### config.mk
export PLATFORM = sky130hd
export DESIGN_NAME = aims_sequencer
export DESIGN_NICKNAME = d
export VERILOG_FILES = /design/src/verilog/aims_pkg.sv /design/src/verilog/aims_sequencer.sv
export SDC_FILE = /design/constraint.sdc
export NUM_CORES = 2
export LEC_CHECK = 0
export ABC_AREA = 0
export BUFFER_PORTS_ARGS = -buffer_cell sky130_fd_sc_hd__buf_2
export CAP_MARGIN = 20
export CORE_MARGIN = 4
export CORE_UTILIZATION = 55
export CTS_CLUSTER_DIAMETER = 150
export CTS_CLUSTER_SIZE = 24
export DETAILED_ROUTE_END_ITERATION = 8
export HOLD_SLACK_MARGIN = 0.15
export PLACE_DENSITY_LB_ADDON = 0.12
export SLEW_MARGIN = 20
export SYNTH_ARGS = -nofsm -noshare
export SYNTH_HDL_FRONTEND = slang
export SYNTH_SLANG_ARGS = --single-unit
### constraint.sdc
create_clock -name i_sys_clk -period 3.5 [get_ports i_sys_clk]
set_clock_uncertainty 0.1 [all_clocks]
set_input_delay 0.525 -clock i_sys_clk [delete_from_list [all_inputs] [get_ports i_sys_clk]]
set_output_delay 0.525 -clock i_sys_clk [all_outputs]
set_load 0.01 [all_outputs]
### src/verilog/aims_pkg.sv
// aims_pkg: register map, field positions, reset values and timing for the aux i2c sequencer
// assumes a byte-wide register port and one 10 MHz system clock
package aims_pkg;
	// register offsets (byte addresses of the register port)
	localparam logic [7:0] ADDR_MASTER_CONTROL = 8'h24;
	localparam logic [7:0] ADDR_CHAN0_TARGET   = 8'h25;
	localparam logic [7:0] ADDR_CHAN0_START    = 8'h26;
	localparam logic [7:0] ADDR_CHAN0_CONTROL  = 8'h27;
	localparam logic [7:0] ADDR_EXT_DATA_BASE  = 8'h49;
	localparam logic [7:0] ADDR_WRITE_BYTE0    = 8'h63;
	localparam logic [7:0] ADDR_RATE_SELECT    = 8'h67;
	localparam logic [7:0] ADDR_RATE_FACTOR    = 8'h68;
	localparam logic [7:0] ADDR_STATUS         = 8'h69;
	localparam int         CHAN_STRIDE         = 3;
	localparam int         NUM_CHAN            = 4;
	localparam int         EXT_BYTES           = 24;
	// master control fields
	localparam int MC_MULTI_MASTER = 7;
	localparam int MC_WAIT_EXT     = 6;
	localparam int MC_CHAN3_FIFO   = 5;
	localparam int MC_STOP_READS   = 4;
	// target address fields
	localparam int TA_DIRECTION = 7;
	// transfer control fields
	localparam int TC_ENABLE    = 7;
	localparam int TC_SWAP      = 6;
	localparam int TC_SKIP_REG  = 5;
	localparam int TC_GROUPING  = 4;
	// reset values
	localparam logic [7:0] RESET_BYTE = 8'h00;
	// timing: 8 MHz reference is approximated by one tick per system clock scaled by divider
	localparam int          SYS_CLK_KHZ   = 10000;
	localparam int          REF_CLK_KHZ   = 8000;
	localparam logic [5:0]  DIV_LOW_BASE  = 6'h17;
	localparam logic [5:0]  DIV_HIGH_BASE = 6'h07;
	localparam logic [3:0]  CODE_HIGH_MIN = 4'h9;
	// sequencer states
	typedef enum logic [3:0] {
		ST_IDLE  = 4'b0000,
		ST_PICK  = 4'b0001,
		ST_START = 4'b0010,
		ST_BYTE  = 4'b0011,
		ST_ACK   = 4'b0100,
		ST_STOP  = 4'b0101,
		ST_NEXT  = 4'b0110,
		ST_WAIT  = 4'b0111,
		ST_DONE  = 4'b1000
	} aims_state_t;
	// byte phases within a channel transaction
	typedef enum logic [2:0] {
		PH_ADDR_W = 3'b000,
		PH_REG    = 3'b001,
		PH_ADDR_R = 3'b010,
		PH_DATA   = 3'b011,
		PH_WDATA  = 3'b100
	} aims_phase_t;
endpackage

### src/verilog/aims_sequencer.sv
// aims_sequencer: auxiliary i2c master stepping through four sensor channels once per sample tick
// assumes open-drain pads outside; sample tick and fifo sink are provided by the host device
`timescale 1ns/100ps
module aims_sequencer #(
	parameter int RATE_BITS = 5
) (
	// clock and reset
	input  wire logic        i_sys_clk,
	input  wire logic        i_rst_n,
	// register port
	input  wire logic [7:0]  i_reg_addr,
	input  wire logic [7:0]  i_reg_wdata,
	input  wire logic        i_reg_wr,
	input  wire logic        i_reg_rd,
	output logic      [7:0]  o_reg_rdata,
	// sample timing
	input  wire logic        i_sample_tick,
	input  wire logic        i_internal_ready,
	output logic             o_data_ready,
	// fifo push of channel 3 bytes
	output logic             o_fifo_push,
	output logic      [7:0]  o_fifo_data,
	// aux bus pins, enable low while driving low
	input  wire logic        i_scl,
	output logic             o_scl,
	output logic             o_scl_oe_n,
	input  wire logic        i_sda,
	output logic             o_sda,
	output logic             o_sda_oe_n,
	// status
	output logic             o_busy,
	output logic             o_arb_lost
);
	// register state
	logic [7:0] mctl_q, mctl_d;
	logic [7:0] tgt_q [aims_pkg::NUM_CHAN];
	logic [7:0] tgt_d [aims_pkg::NUM_CHAN];
	logic [7:0] sreg_q [aims_pkg::NUM_CHAN];
	logic [7:0] sreg_d [aims_pkg::NUM_CHAN];
	logic [7:0] tctl_q [aims_pkg::NUM_CHAN];
	logic [7:0] tctl_d [aims_pkg::NUM_CHAN];
	logic [7:0] wbyte_q [aims_pkg::NUM_CHAN];
	logic [7:0] wbyte_d [aims_pkg::NUM_CHAN];
	logic [7:0] ext_q [aims_pkg::EXT_BYTES];
	logic [7:0] ext_d [aims_pkg::EXT_BYTES];
	logic [7:0] rsel_q, rsel_d;
	logic [RATE_BITS-1:0] rfac_q, rfac_d;
	logic [7:0] rdata_q, rdata_d;
	// sequencer state
	aims_pkg::aims_state_t st_q, st_d;
	aims_pkg::aims_phase_t ph_q, ph_d;
	logic [1:0] ch_q, ch_d;
	logic [3:0] left_q, left_d;
	logic [7:0] regp_q, regp_d;
	logic [4:0] wptr_q, wptr_d;
	logic [7:0] sh_q, sh_d;
	logic [3:0] bit_q, bit_d;
	logic [1:0] qtr_q, qtr_d;
	logic [5:0] div_q, div_d;
	logic [RATE_BITS-1:0] rcnt_q, rcnt_d;
	logic last_rd_q, last_rd_d;
	logic first_q, first_d;
	logic pend_q, pend_d;
	logic scl_q, scl_d, sda_q, sda_d;
	logic arb_q, arb_d;
	logic dr_q, dr_d;
	logic push_q, push_d;
	logic [7:0] fdat_q, fdat_d;
	logic hold_q, hold_d;
	logic irdy_q, irdy_d;
	logic [7:0] held_q, held_d;
	logic [5:0] div_top;
	logic tick;

	// divider end value from the clock code, quarter bit per tick
	function automatic logic [5:0] div_of(input logic [3:0] code);
		if (code >= aims_pkg::CODE_HIGH_MIN) begin
			div_of = 6'(aims_pkg::DIV_HIGH_BASE + {2'h0, code});
		end else begin
			div_of = 6'(aims_pkg::DIV_LOW_BASE + {2'h0, code});
		end
	endfunction

	// channel runs this cycle
	function automatic logic chan_due(input logic [7:0] ctl, input logic slow, input logic on_rate);
		chan_due = ctl[aims_pkg::TC_ENABLE] && (ctl[3:0] != 4'h0) && (!slow || on_rate);
	endfunction

	assign div_top = div_of(mctl_q[3:0]);
	assign tick = (div_q == 6'h00);

	always_comb begin
		logic [1:0] c;
		logic found;
		logic [4:0] slot;
		c = 2'h0;
		found = 1'b0;
		slot = 5'h00;
		mctl_d = mctl_q;
		tgt_d = tgt_q;
		sreg_d = sreg_q;
		tctl_d = tctl_q;
		wbyte_d = wbyte_q;
		ext_d = ext_q;
		rsel_d = rsel_q;
		rfac_d = rfac_q;
		rdata_d = aims_pkg::RESET_BYTE;
		st_d = st_q;
		ph_d = ph_q;
		ch_d = ch_q;
		left_d = left_q;
		regp_d = regp_q;
		wptr_d = wptr_q;
		sh_d = sh_q;
		bit_d = bit_q;
		qtr_d = qtr_q;
		div_d = tick ? div_top : 6'(div_q - 6'h01);
		rcnt_d = rcnt_q;
		last_rd_d = last_rd_q;
		first_d = first_q;
		pend_d = pend_q;
		scl_d = scl_q;
		sda_d = sda_q;
		arb_d = arb_q;
		dr_d = 1'b0;
		push_d = 1'b0;
		fdat_d = fdat_q;
		hold_d = hold_q;
		held_d = held_q;
		irdy_d = irdy_q && mctl_q[aims_pkg::MC_WAIT_EXT];
		// register writes
		if (i_reg_wr) begin
			if (i_reg_addr == aims_pkg::ADDR_MASTER_CONTROL) mctl_d = i_reg_wdata;
			if (i_reg_addr == aims_pkg::ADDR_RATE_SELECT) rsel_d = i_reg_wdata;
			if (i_reg_addr == aims_pkg::ADDR_RATE_FACTOR) rfac_d = i_reg_wdata[RATE_BITS-1:0];
			if (i_reg_addr == aims_pkg::ADDR_STATUS) arb_d = 1'b0;
			for (int k = 0; k < aims_pkg::NUM_CHAN; k++) begin
				if (i_reg_addr == 8'(aims_pkg::ADDR_CHAN0_TARGET + aims_pkg::CHAN_STRIDE * k)) tgt_d[k] = i_reg_wdata;
				if (i_reg_addr == 8'(aims_pkg::ADDR_CHAN0_START + aims_pkg::CHAN_STRIDE * k)) sreg_d[k] = i_reg_wdata;
				if (i_reg_addr == 8'(aims_pkg::ADDR_CHAN0_CONTROL + aims_pkg::CHAN_STRIDE * k)) tctl_d[k] = i_reg_wdata;
				if (i_reg_addr == 8'(aims_pkg::ADDR_WRITE_BYTE0 + k)) wbyte_d[k] = i_reg_wdata;
			end
		end
		// register reads
		if (i_reg_rd) begin
			if (i_reg_addr == aims_pkg::ADDR_MASTER_CONTROL) rdata_d = mctl_q;
			if (i_reg_addr == aims_pkg::ADDR_RATE_SELECT) rdata_d = rsel_q;
			if (i_reg_addr == aims_pkg::ADDR_RATE_FACTOR) rdata_d = 8'(rfac_q);
			if (i_reg_addr == aims_pkg::ADDR_STATUS) rdata_d = {6'h00, arb_q, o_busy};
			for (int k = 0; k < aims_pkg::NUM_CHAN; k++) begin
				if (i_reg_addr == 8'(aims_pkg::ADDR_CHAN0_TARGET + aims_pkg::CHAN_STRIDE * k)) rdata_d = tgt_q[k];
				if (i_reg_addr == 8'(aims_pkg::ADDR_CHAN0_START + aims_pkg::CHAN_STRIDE * k)) rdata_d = sreg_q[k];
				if (i_reg_addr == 8'(aims_pkg::ADDR_CHAN0_CONTROL + aims_pkg::CHAN_STRIDE * k)) rdata_d = tctl_q[k];
				if (i_reg_addr == 8'(aims_pkg::ADDR_WRITE_BYTE0 + k)) rdata_d = wbyte_q[k];
			end
			for (int k = 0; k < aims_pkg::EXT_BYTES; k++) begin
				if (i_reg_addr == 8'(aims_pkg::ADDR_EXT_DATA_BASE + k)) rdata_d = ext_q[k];
			end
		end
		// a sample tick is remembered until the sequencer takes it
		if (i_sample_tick) pend_d = 1'b1;
		if (i_internal_ready && !mctl_q[aims_pkg::MC_WAIT_EXT]) dr_d = 1'b1;
		// internal ready seen before the run ends is kept, else the run would hang in wait
		if (i_internal_ready && mctl_q[aims_pkg::MC_WAIT_EXT]) irdy_d = 1'b1;
		case (st_q)
			aims_pkg::ST_IDLE: begin
				if (pend_q && !(mctl_q[aims_pkg::MC_MULTI_MASTER] && !(i_scl && i_sda))) begin
					pend_d = i_sample_tick;
					ch_d = 2'h0;
					wptr_d = 5'h00;
					last_rd_d = 1'b0;
					first_d = 1'b1;
					st_d = aims_pkg::ST_PICK;
				end
			end
			aims_pkg::ST_PICK: begin
				// first due channel at or after ch_q keeps the fixed order
				for (int k = aims_pkg::NUM_CHAN - 1; k >= 0; k--) begin
					if (k >= int'(ch_q) && chan_due(tctl_q[k], rsel_q[k], rcnt_q == '0)) begin
						c = 2'(k);
						found = 1'b1;
					end
				end
				if (found) begin
					ch_d = c;
					left_d = tctl_q[c][3:0];
					regp_d = sreg_q[c];
					hold_d = 1'b0;
					ph_d = tctl_q[c][aims_pkg::TC_SKIP_REG] ?
						(tgt_q[c][aims_pkg::TA_DIRECTION] ? aims_pkg::PH_ADDR_R : aims_pkg::PH_ADDR_W)
						: aims_pkg::PH_ADDR_W;
					// stop then start after a read unless repeated start allowed for read after read
					if (!first_q && last_rd_q &&
						(!tgt_q[c][aims_pkg::TA_DIRECTION] || mctl_q[aims_pkg::MC_STOP_READS])) begin
						st_d = aims_pkg::ST_STOP;
					end else begin
						st_d = aims_pkg::ST_START;
					end
					qtr_d = 2'h0;
				end else begin
					st_d = first_q ? aims_pkg::ST_IDLE : aims_pkg::ST_STOP;
					ch_d = 2'h0;
					if (!first_q) ph_d = aims_pkg::PH_DATA;
					if (first_q) st_d = aims_pkg::ST_DONE;
				end
			end
			aims_pkg::ST_START: begin
				if (tick) begin
					qtr_d = 2'(qtr_q + 2'h1);
					case (qtr_q)
						// sda rises while scl is low, so a repeated start keeps a full bit time
						2'h0: sda_d = 1'b1;
						2'h1: scl_d = 1'b1;
						2'h2: sda_d = 1'b0;
						default: begin
							scl_d = 1'b0;
							first_d = 1'b0;
							case (ph_q)
								aims_pkg::PH_ADDR_W: sh_d = {tgt_q[ch_q][6:0], tctl_q[ch_q][aims_pkg::TC_SKIP_REG] ? 1'b0 : 1'b0};
								default: sh_d = {tgt_q[ch_q][6:0], 1'b1};
							endcase
							bit_d = 4'h0;
							st_d = aims_pkg::ST_BYTE;
						end
					endcase
				end
			end
			aims_pkg::ST_BYTE: begin
				if (tick) begin
					qtr_d = 2'(qtr_q + 2'h1);
					case (qtr_q)
						2'h0: sda_d = (ph_q == aims_pkg::PH_DATA) ? 1'b1 : sh_q[7];
						2'h1: scl_d = 1'b1;
						2'h2: begin
							if (ph_q == aims_pkg::PH_DATA) begin
								sh_d = {sh_q[6:0], i_sda};
							end else if (mctl_q[aims_pkg::MC_MULTI_MASTER] && sda_q && !i_sda) begin
								arb_d = 1'b1;
								st_d = aims_pkg::ST_DONE;
							end else begin
								sh_d = {sh_q[6:0], 1'b0};
							end
						end
						default: begin
							scl_d = 1'b0;
							bit_d = 4'(bit_q + 4'h1);
							if (bit_q == 4'h7) st_d = aims_pkg::ST_ACK;
						end
					endcase
				end
			end
			aims_pkg::ST_ACK: begin
				if (tick) begin
					qtr_d = 2'(qtr_q + 2'h1);
					case (qtr_q)
						2'h0: sda_d = (ph_q == aims_pkg::PH_DATA) ? (left_q == 4'h1) : 1'b1;
						2'h1: scl_d = 1'b1;
						2'h2: begin
							if (ph_q == aims_pkg::PH_DATA) begin
								// word pair start when register parity matches grouping
								slot = wptr_q;
								if (tctl_q[ch_q][aims_pkg::TC_SWAP] && left_q > 4'h1 &&
									(regp_q[0] == tctl_q[ch_q][aims_pkg::TC_GROUPING]) && !hold_q) begin
									hold_d = 1'b1;
									held_d = sh_q;
								end else if (hold_q) begin
									if (wptr_q <= 5'(aims_pkg::EXT_BYTES)) ext_d[wptr_q - 5'h01] = sh_q;
									if (wptr_q < 5'(aims_pkg::EXT_BYTES)) ext_d[wptr_q] = held_q;
									hold_d = 1'b0;
								end else begin
									if (slot < 5'(aims_pkg::EXT_BYTES)) ext_d[slot] = sh_q;
								end
								if (wptr_q < 5'(aims_pkg::EXT_BYTES)) wptr_d = 5'(wptr_q + 5'h01);
								if (ch_q == 2'h3 && mctl_q[aims_pkg::MC_CHAN3_FIFO]) begin
									push_d = 1'b1;
									fdat_d = sh_q;
								end
							end else if (mctl_q[aims_pkg::MC_MULTI_MASTER] && i_sda && ph_q == aims_pkg::PH_ADDR_W) begin
								arb_d = arb_q;
							end
						end
						default: begin
							scl_d = 1'b0;
							bit_d = 4'h0;
							st_d = aims_pkg::ST_BYTE;
							case (ph_q)
								aims_pkg::PH_ADDR_W: begin
									if (tctl_q[ch_q][aims_pkg::TC_SKIP_REG]) begin
										ph_d = aims_pkg::PH_WDATA;
										sh_d = wbyte_q[ch_q];
									end else begin
										ph_d = aims_pkg::PH_REG;
										sh_d = regp_q;
									end
								end
								aims_pkg::PH_REG: begin
									if (tgt_q[ch_q][aims_pkg::TA_DIRECTION]) begin
										ph_d = aims_pkg::PH_ADDR_R;
										st_d = aims_pkg::ST_START; // repeated start to turn around
										qtr_d = 2'h0;
									end else begin
										ph_d = aims_pkg::PH_WDATA;
										sh_d = wbyte_q[ch_q];
									end
								end
								aims_pkg::PH_ADDR_R: ph_d = aims_pkg::PH_DATA;
								default: begin
									regp_d = 8'(regp_q + 8'h01);
									left_d = 4'(left_q - 4'h1);
									if (ph_q == aims_pkg::PH_WDATA) sh_d = wbyte_q[ch_q];
									if (left_q == 4'h1) begin
										last_rd_d = tgt_q[ch_q][aims_pkg::TA_DIRECTION];
										// write ends its own transaction with a stop
										st_d = (ph_q == aims_pkg::PH_WDATA) ? aims_pkg::ST_STOP : aims_pkg::ST_NEXT;
									end
								end
							endcase
						end
					endcase
				end
			end
			aims_pkg::ST_NEXT: begin
				ch_d = 2'(ch_q + 2'h1);
				st_d = (ch_q == 2'h3) ? aims_pkg::ST_STOP : aims_pkg::ST_PICK;
				if (ch_q == 2'h3) ph_d = aims_pkg::PH_DATA;
			end
			aims_pkg::ST_STOP: begin
				if (tick) begin
					qtr_d = 2'(qtr_q + 2'h1);
					case (qtr_q)
						2'h0: sda_d = 1'b0;
						2'h1: scl_d = 1'b1;
						2'h2: sda_d = 1'b1;
						default: begin
							last_rd_d = 1'b0;
							if (ph_q == aims_pkg::PH_WDATA) begin
								ch_d = 2'(ch_q + 2'h1);
								st_d = (ch_q == 2'h3) ? aims_pkg::ST_DONE : aims_pkg::ST_PICK;
							end else if (ph_q == aims_pkg::PH_DATA && left_q == 4'h0 && ch_q == 2'h0) begin
								st_d = aims_pkg::ST_DONE;
							end else if (left_q != 4'h0) begin
								st_d = aims_pkg::ST_START;
							end else begin
								st_d = (ch_q == 2'h0) ? aims_pkg::ST_DONE : aims_pkg::ST_PICK;
							end
							first_d = 1'b1;
						end
					endcase
				end
			end
			aims_pkg::ST_DONE: begin
				scl_d = 1'b1;
				sda_d = 1'b1;
				rcnt_d = (rcnt_q >= rfac_q) ? '0 : RATE_BITS'(rcnt_q + 1'b1);
				if (mctl_q[aims_pkg::MC_WAIT_EXT]) st_d = aims_pkg::ST_WAIT;
				else st_d = aims_pkg::ST_IDLE;
			end
			aims_pkg::ST_WAIT: begin
				if (i_internal_ready || irdy_q) begin
					dr_d = 1'b1;
					irdy_d = 1'b0;
					st_d = aims_pkg::ST_IDLE;
				end
			end
			default: st_d = aims_pkg::ST_IDLE;
		endcase
	end

	always_ff @(posedge i_sys_clk or negedge i_rst_n) begin
		if (!i_rst_n) begin
			mctl_q <= aims_pkg::RESET_BYTE;
			for (int k = 0; k < aims_pkg::NUM_CHAN; k++) begin
				tgt_q[k] <= aims_pkg::RESET_BYTE;
				sreg_q[k] <= aims_pkg::RESET_BYTE;
				tctl_q[k] <= aims_pkg::RESET_BYTE;
				wbyte_q[k] <= aims_pkg::RESET_BYTE;
			end
			for (int k = 0; k < aims_pkg::EXT_BYTES; k++) ext_q[k] <= aims_pkg::RESET_BYTE;
			rsel_q <= aims_pkg::RESET_BYTE;
			rfac_q <= '0;
			rdata_q <= aims_pkg::RESET_BYTE;
			st_q <= aims_pkg::ST_IDLE;
			ph_q <= aims_pkg::PH_ADDR_W;
			ch_q <= 2'h0;
			left_q <= 4'h0;
			regp_q <= 8'h00;
			wptr_q <= 5'h00;
			sh_q <= 8'h00;
			bit_q <= 4'h0;
			qtr_q <= 2'h0;
			div_q <= 6'h00;
			rcnt_q <= '0;
			last_rd_q <= 1'b0;
			first_q <= 1'b1;
			pend_q <= 1'b0;
			scl_q <= 1'b1;
			sda_q <= 1'b1;
			arb_q <= 1'b0;
			dr_q <= 1'b0;
			push_q <= 1'b0;
			fdat_q <= 8'h00;
			hold_q <= 1'b0;
			held_q <= 8'h00;
			irdy_q <= 1'b0;
		end else begin
			mctl_q <= mctl_d;
			tgt_q <= tgt_d;
			sreg_q <= sreg_d;
			tctl_q <= tctl_d;
			wbyte_q <= wbyte_d;
			ext_q <= ext_d;
			rsel_q <= rsel_d;
			rfac_q <= rfac_d;
			rdata_q <= rdata_d;
			st_q <= st_d;
			ph_q <= ph_d;
			ch_q <= ch_d;
			left_q <= left_d;
			regp_q <= regp_d;
			wptr_q <= wptr_d;
			sh_q <= sh_d;
			bit_q <= bit_d;
			qtr_q <= qtr_d;
			div_q <= div_d;
			rcnt_q <= rcnt_d;
			last_rd_q <= last_rd_d;
			first_q <= first_d;
			pend_q <= pend_d;
			scl_q <= scl_d;
			sda_q <= sda_d;
			arb_q <= arb_d;
			dr_q <= dr_d;
			push_q <= push_d;
			fdat_q <= fdat_d;
			hold_q <= hold_d;
			held_q <= held_d;
			irdy_q <= irdy_d;
		end
	end

	assign o_reg_rdata = rdata_q;
	assign o_data_ready = dr_q;
	assign o_fifo_push = push_q;
	assign o_fifo_data = fdat_q;
	assign o_scl = 1'b0;
	assign o_sda = 1'b0;
	assign o_scl_oe_n = scl_q;
	assign o_sda_oe_n = sda_q;
	assign o_busy = (st_q != aims_pkg::ST_IDLE);
	assign o_arb_lost = arb_q;
endmodule

**Word-level counts from Yosys, hierarchy flattened**

Cells that the tools add are included.

- Output and inout bits: 24
- Input port bits: 24
- ROM bits: 0
- Memories: 0
- Memory bits (writable): 0
- Latch bits: 0
- Register bits after elaboration: 426

- Muxes and demuxes: 239
- Reductions and logical operators: 116
- Multipliers: 0
- Add/subtract/negate cells: 11
- Shifts and indexed selects: 0
- Equal/unequal tests: 102
- Bitwise gates (word level): 5
- $lt $le $gt $ge: 14
- Divide/modulo/power cells: 0

Operators with widths:

| cell | count |
|---|---|
| $mux W192 | 10 |
| $bwmux W192 | 3 |
| $mux W8 | 70 |
| $eq A8 B7 Y1 const B | 31 |
| $mux W4 | 27 |
| $eq A8 B6 Y1 const B | 13 |
| $bmux W8 S2 | 6 |
| $demux W8 S5 | 2 |
| $mux W1 | 57 |
| $ne A2 B2 Y1 const B | 26 |
| $pmux W8 S3 | 2 |
| $mux W2 | 19 |
| $reduce_and A2 Y1 | 19 |
| $pmux W4 S9 | 1 |
| $reduce_and A5 Y1 | 7 |
| $mux W3 | 11 |
| $logic_and A1 B1 Y1 | 31 |
| $mux W5 | 6 |
| $reduce_bool A4 Y1 | 7 |
| $mux W6 | 4 |
| $ne A3 B3 Y1 const B | 8 |
| $pmux W4 S2 | 3 |
| $reduce_and A6 Y1 | 4 |
| $eq A4 B3 Y1 const B | 5 |
| other kinds (61) | 115 |

**Longest topological paths before layout**

- Word-level depth: 46
- Gate-level depth with buffers: 13
- Mapped depth without buffers: 10

**Worst setup path after synthesis**

Ideal clock, no wire load.

- Path type: flip-flop to flip-flop
- Start point: reg ch_q[0]
- End point: reg left_q[0]
- Period minus slack after synthesis: 3.143 ns
- Setup time: 0.126 ns
- Setup slack: 0.357 ns
- Buffers on the path: 2
- Arrival time: 2.918 ns
- Cell stages (with the launch flop): 10
- Path through: dfrtp_1 buf_2 clkbuf_1 inv_1 ha_1 nand2_1 a211o_1 a21boi_4 mux4_2 a221o_1

- Cells in the longest elaborated chain, start to end: 12
- Elaborated cells between the ends (all ways): 22
- Those cells by class: order compare (3); eq/ne (1); mux (13); bitwise (1); reduce/logical (4)

Ends and longest elaborated chain:

| what | line | RTL |
|---|---|---|
| from (decl) | aims_sequencer.sv:52 | `logic [1:0] ch_q, ch_d;` |
| from (signal assigned) | aims_sequencer.sv:417 | `ch_q <= ch_d;` |
| $ge A2 B2 Y1 | aims_sequencer.sv:179 | `if (k >= int'(ch_q) && chan_due(tctl_q[k], rsel_q[k], rcnt_q == '0)) begin` |
| $logic_and A1 B1 Y1 | aims_sequencer.sv:179 |  |
| $mux W2 (3 in series) | aims_sequencer.sv:179 |  |
| $mux W2 | aims_sequencer.sv:165 | `case (st_q)` |
| $not A2 Y3 (implied by the code) | aims_sequencer.sv:186 | `left_d = tctl_q[c][3:0];` |
| $bmux W8 S2 | aims_sequencer.sv:186 |  |
| $mux W6 (2 in series) | - |  |
| $mux W4 | aims_sequencer.sv:184 | `if (found) begin` |
| $pmux W4 S2 | aims_sequencer.sv:165 |  |
| to (signal assigned) | aims_sequencer.sv:418 | `left_q <= left_d;` |
| to (decl) | aims_sequencer.sv:53 | `logic [3:0] left_q, left_d;` |

Parallel ways exist; a longest one is shown, timed or not. The select of a mux whose other input is x is not followed.
A chain may end at the register's enable or synchronous reset.

**Worst setup path after layout**

- Start point: in i_reg_addr[0]
- End point: reg rdata_q[4] (netlist: o_reg_rdata[4])

- Cells in the longest elaborated chain, start to end: 46
- Elaborated cells between the ends (all ways): 89
- Those cells by class: eq/ne (44); mux (45)

Ends and longest elaborated chain:

| what | line | RTL |
|---|---|---|
| from (decl) | aims_sequencer.sv:11 | `input wire logic [7:0] i_reg_addr,` |
| $eq A8 B6 Y1 | aims_sequencer.sv:146 | `if (i_reg_addr == aims_pkg::ADDR_MASTER_CONTROL) rdata_d = mctl_q;` |
| $mux W8 | aims_sequencer.sv:146 |  |
| $mux W8 | aims_sequencer.sv:147 | `if (i_reg_addr == aims_pkg::ADDR_RATE_SELECT) rdata_d = rsel_q;` |
| $mux W8 | aims_sequencer.sv:148 | `if (i_reg_addr == aims_pkg::ADDR_RATE_FACTOR) rdata_d = 8'(rfac_q);` |
| $mux W8 | aims_sequencer.sv:149 | `if (i_reg_addr == aims_pkg::ADDR_STATUS) rdata_d = {6'h00, arb_q, o_busy};` |
| $mux W8 | aims_sequencer.sv:151 | `if (i_reg_addr == 8'(aims_pkg::ADDR_CHAN0_TARGET + aims_pkg::CHAN_STRIDE * k)) rdata_d = tgt_q[k];` |
| $mux W8 | aims_sequencer.sv:152 | `if (i_reg_addr == 8'(aims_pkg::ADDR_CHAN0_START + aims_pkg::CHAN_STRIDE * k)) rdata_d = sreg_q[k];` |
| $mux W8 | aims_sequencer.sv:153 | `if (i_reg_addr == 8'(aims_pkg::ADDR_CHAN0_CONTROL + aims_pkg::CHAN_STRIDE * k)) rdata_d = tctl_q[k];` |
| [... 9 more ...] | - |  |
| $mux W8 | aims_sequencer.sv:151 |  |
| $mux W8 | aims_sequencer.sv:152 |  |
| $mux W8 | aims_sequencer.sv:153 |  |
| $mux W8 | aims_sequencer.sv:154 | `if (i_reg_addr == 8'(aims_pkg::ADDR_WRITE_BYTE0 + k)) rdata_d = wbyte_q[k];` |
| $mux W8 (23 in series) | aims_sequencer.sv:157 | `if (i_reg_addr == 8'(aims_pkg::ADDR_EXT_DATA_BASE + k)) rdata_d = ext_q[k];` |
| $mux W8 (*) | aims_sequencer.sv:157 |  |
| $mux W8 (*) | aims_sequencer.sv:145 | `if (i_reg_rd) begin` |
| net rdata_d[4] | aims_sequencer.sv:48 | `logic [7:0] rdata_q, rdata_d;` |
| to (signal assigned) | aims_sequencer.sv:381 | `rdata_q <= aims_pkg::RESET_BYTE;` |
| to (signal assigned) | aims_sequencer.sv:414 | `rdata_q <= rdata_d;` |
| to (decl) | aims_sequencer.sv:48 |  |

The timed path passes the listed nets; every way through them passes the cells marked *.

==> results_dict.tcl <==
set metrics [dict create \
    outcome "finished, final reports clean" \
    die_h_um 229 \
    synth_area_leaders "dfrtp_1 (39%), mux2_2 (8.1%), a21oi_1 (5.9%)" \
    final-hold-violation-count 0 \
    drive_above_1_share_pct 17.3 \
    area_growth_pct 8.53 \
    worstPathRequired_ps 3920 \
    drtIter0Drc 4223 \
    final_cell_area_um2 29100 \
    switching_share_pct 35.2 \
    globalplace.congestion 1.09 \
    wl_um 114000 \
    max_stage_delay_ps 700 \
    synth_area_um2 26800 \
    grt_max_degree 132 \
    synth_seq_cells 426 \
    slew_headroom_pct 36.2 \
    tns_ps 0 \
    endpoint_kind "flip-flop" \
    combPwrFrac_pct 26.0 \
    yosysMostFrequentCell "dfrtp_1" \
    seq_area_frac_synth_pct 39.7 \
    dieArea_um2 52400 \
    critPathMaxFanout 13 \
    arrival_ps 3730 \
    cts-buffers-inserted 21 \
    initial_core_util_pct 55.9 \
    portBuffers 45 \
    worst_setup_path_start_kind "primary input" \
    yosys_warnings 0 \
    period_share_pct 94.5 \
    finalMaxSlewViolations 0 \
    drv_cap 0 \
    grt_use_total_pct 42.0 \
    p_int_w 0.00721 \
    yosysUniqueCellTypes 90 \
    setup_viol 0 \
    yosys.area.top_type_share_pct 39.4 \
    worst_hold_path_type "primary input to flip-flop" \
    peakVddDrop_mv 0.397 \
    rsz0062_at_grt "no" \
    hpwl_um 81500 \
    cts_root_buf "clkbuf_16" \
    crit_type "primary input to flip-flop" \
    via_per_inst 7.42 \
    clk_pin_slew_worst_paths_ps 120 \
    antenna_found_initial 6 \
    p_seq_share_pct 48.5 \
    vias 27300 \
    htree_levels 1 \
    p_sw_w 0.00392 \
    min_period_ps 3310 \
    crit_chain "buf_2 > buf_4 > nor4b_4 > buf_4 > a21oi_1 > a2bb2oi_1 > a221oi_1 > a2111oi_0 > o31ai_1 > a21oi_1 > o21ai_0" \
    tritoncts "built" \
    core_um2 48000 \
    reg2reg_slack_ps 230 \
    p_clk_share_pct 25.5 \
    tightest_slew_ps 957 \
    grt_pass1_wl_um 168000 \
    fmax_ghz 0.302 \
    post_cts_buffers 0 \
    n_fill_cell 4218 \
    synth_top_flop_cell "dfrtp_1" \
    fin_nets 3100 \
    rows 80 \
    grt_pass1_vias 25300 \
    grt.overflow.total 0 \
    ant_nets 0 \
    clockBufferDepth 3 \
    wl_per_cell_um 31.1 \
    drc 0 \
    clock-sinks 426 \
    synth-edff-count 0 \
    io-pin-count 48 \
    powerDensity_nw_per_um2 382 \
    whs_ps 184 \
    synth_top_cells_by_count "dfrtp_1 (423), nand2_1 (340), a21oi_1 (315), o21ai_0 (235), nor2_1 (221)" \
    clock_latency_ps 590 \
    drt_pre_antenna_iters 9 \
    synth_top_cell_by_area "dfrtp_1" \
    place_area_um2 28500 \
    avgSynthCellArea_um2 8.88 \
    p_leak_nw 12.4 \
    async_reset_ff_share_pct 100 \
    netlist_instances 3025 \
    slowest_stage "nor4b_4" \
    chipWidth_um 229 \
]
kinds of logic after synthesis:
logic type / count (synthesis) / share of synthesized area [%]
AO/OA/AOI/OAI: 1176 / 28.4
AND/OR/NAND/NOR: 825 / 13.8
flip-flops: 426 / 39.7
buffers and inverters: 297 / 4.42
multiplexers: 262 / 12.0
adder cells (fa/ha/maj): 30 / 1.40
XOR/XNOR: 8 / 0.261
other: 1 / 0.0140
cell type report:
class / count / area [um2] / share of cell area [%]
Multi-Input combinational cell: 2303 / 15100 / 51.7
Sequential cell: 426 / 10700 / 36.6
Timing Repair Buffer: 252 / 1900 / 6.51
Tap cell: 615 / 769 / 2.64
Clock buffer: 29 / 556 / 1.91
Inverter: 42 / 160 / 0.550
Antenna cell: 4 / 10.0 / 0.0344
Clock inverter: 1 / 8.76 / 0.0301
path summary, 6_finish.rpt:
path / startpoint / end / cells past startpoint
setup / recovery: i_reg_addr[0] / o_reg_rdata[4]$_DFF_PN0_ / 11
hold / removal: i_reg_rd / o_reg_rdata[0]$_DFF_PN0_ / 3
setup reg to reg: rcnt_q[0]$_DFFE_PN0P_ / regp_q[2]$_DFFE_PN0P_ / 9
hold reg to reg: div_q[0]$_DFF_PN0_ / div_q[0]$_DFF_PN0_ / 1
max in group asynchronous: i_rst_n / tgt_q[26]$_DFFE_PN0P_ / 3
min in group asynchronous: i_rst_n / held_q[4]$_DFFE_PN0P_ / 2
sequential cells by signal, summed over array words and instances, names as in the netlist, 5 cells and up:
| register | flops |
|---|---|
| rfac_q | 5 |
| ext_q | 192 |
| o_reg_rdata | 8 |
| wptr_q | 5 |
| tgt_q | 32 |
| rcnt_q | 5 |
| wbyte_q | 32 |
| mctl_q | 8 |
| o_fifo_data | 8 |
| div_q | 6 |
| sreg_q | 32 |
| tctl_q | 32 |
| held_q | 8 |
| rsel_q | 8 |
| regp_q | 8 |
| sh_q | 8 |
placed cells by master (no fill, tap or decap), types with 39 or more instances in the layout:
| master | instances |
|---|---|
| nand3_1 | 75 |
| dfrtp_1 | 421 |
| nor3_1 | 41 |
| buf_4 | 196 |
| mux2i_1 | 39 |
| a21oi_1 | 315 |
| o22ai_1 | 132 |
| o21ai_0 | 232 |
| a22oi_1 | 89 |
| o31ai_1 | 59 |
| buf_2 | 44 |
| nand2_1 | 340 |
| mux2_2 | 194 |
| a22o_1 | 74 |
| nor2_1 | 221 |
power by group through the flow:
stage | Sequential (W) | Clock (W) | Combinational, W
floorplan | 0.00534 | 0 | 0.00170
global placement | 0.00547 | 0 | 0.00270
detailed placement | 0.00548 | 0 | 0.00275
CTS | 0.00538 | 0.00286 | 0.00276
global route | 0.00542 | 0.00304 | 0.00304
finish | 0.00540 | 0.00284 | 0.00290
worst max-delay path, delay by kind of cell:
kind	cells	cell delay (ps)
AOI/OAI and AO/OA	7	1800
buffers and inverters	3	690
and+or+nand+nor	1	700
per-stage QoR:
stage          worst slack, ps  util, %  power (W)  std cells
2_1_floorplan              357        -    0.00705       3026
3_3_place_gp              -181     59.3    0.00817       3634
3_5_place_dp              -165     59.3    0.00823       3634
4_1_cts                    194     60.6     0.0110       3667
5_1_grt                   22.7     60.6     0.0115       3669
6_report                   191     60.6     0.0111       3672
metal layers:
layer	up-vias	global-route usage, %	share of wire, %
met5	-	0	0.039
met4	6	16.7	5.3
met3	449	15.1	15
met2	2156	58.7	40
met1	13300	59.4	40
li1	11400	-	-
timing repair:
action / CTS / global route
endpoints found under the hold margin: 70 / 0
setup endpoints to repair: 0 / 8
gates resized for setup: 0 / 5
hold buffers: 3 / 0
(Power assumes the default switching activity.)
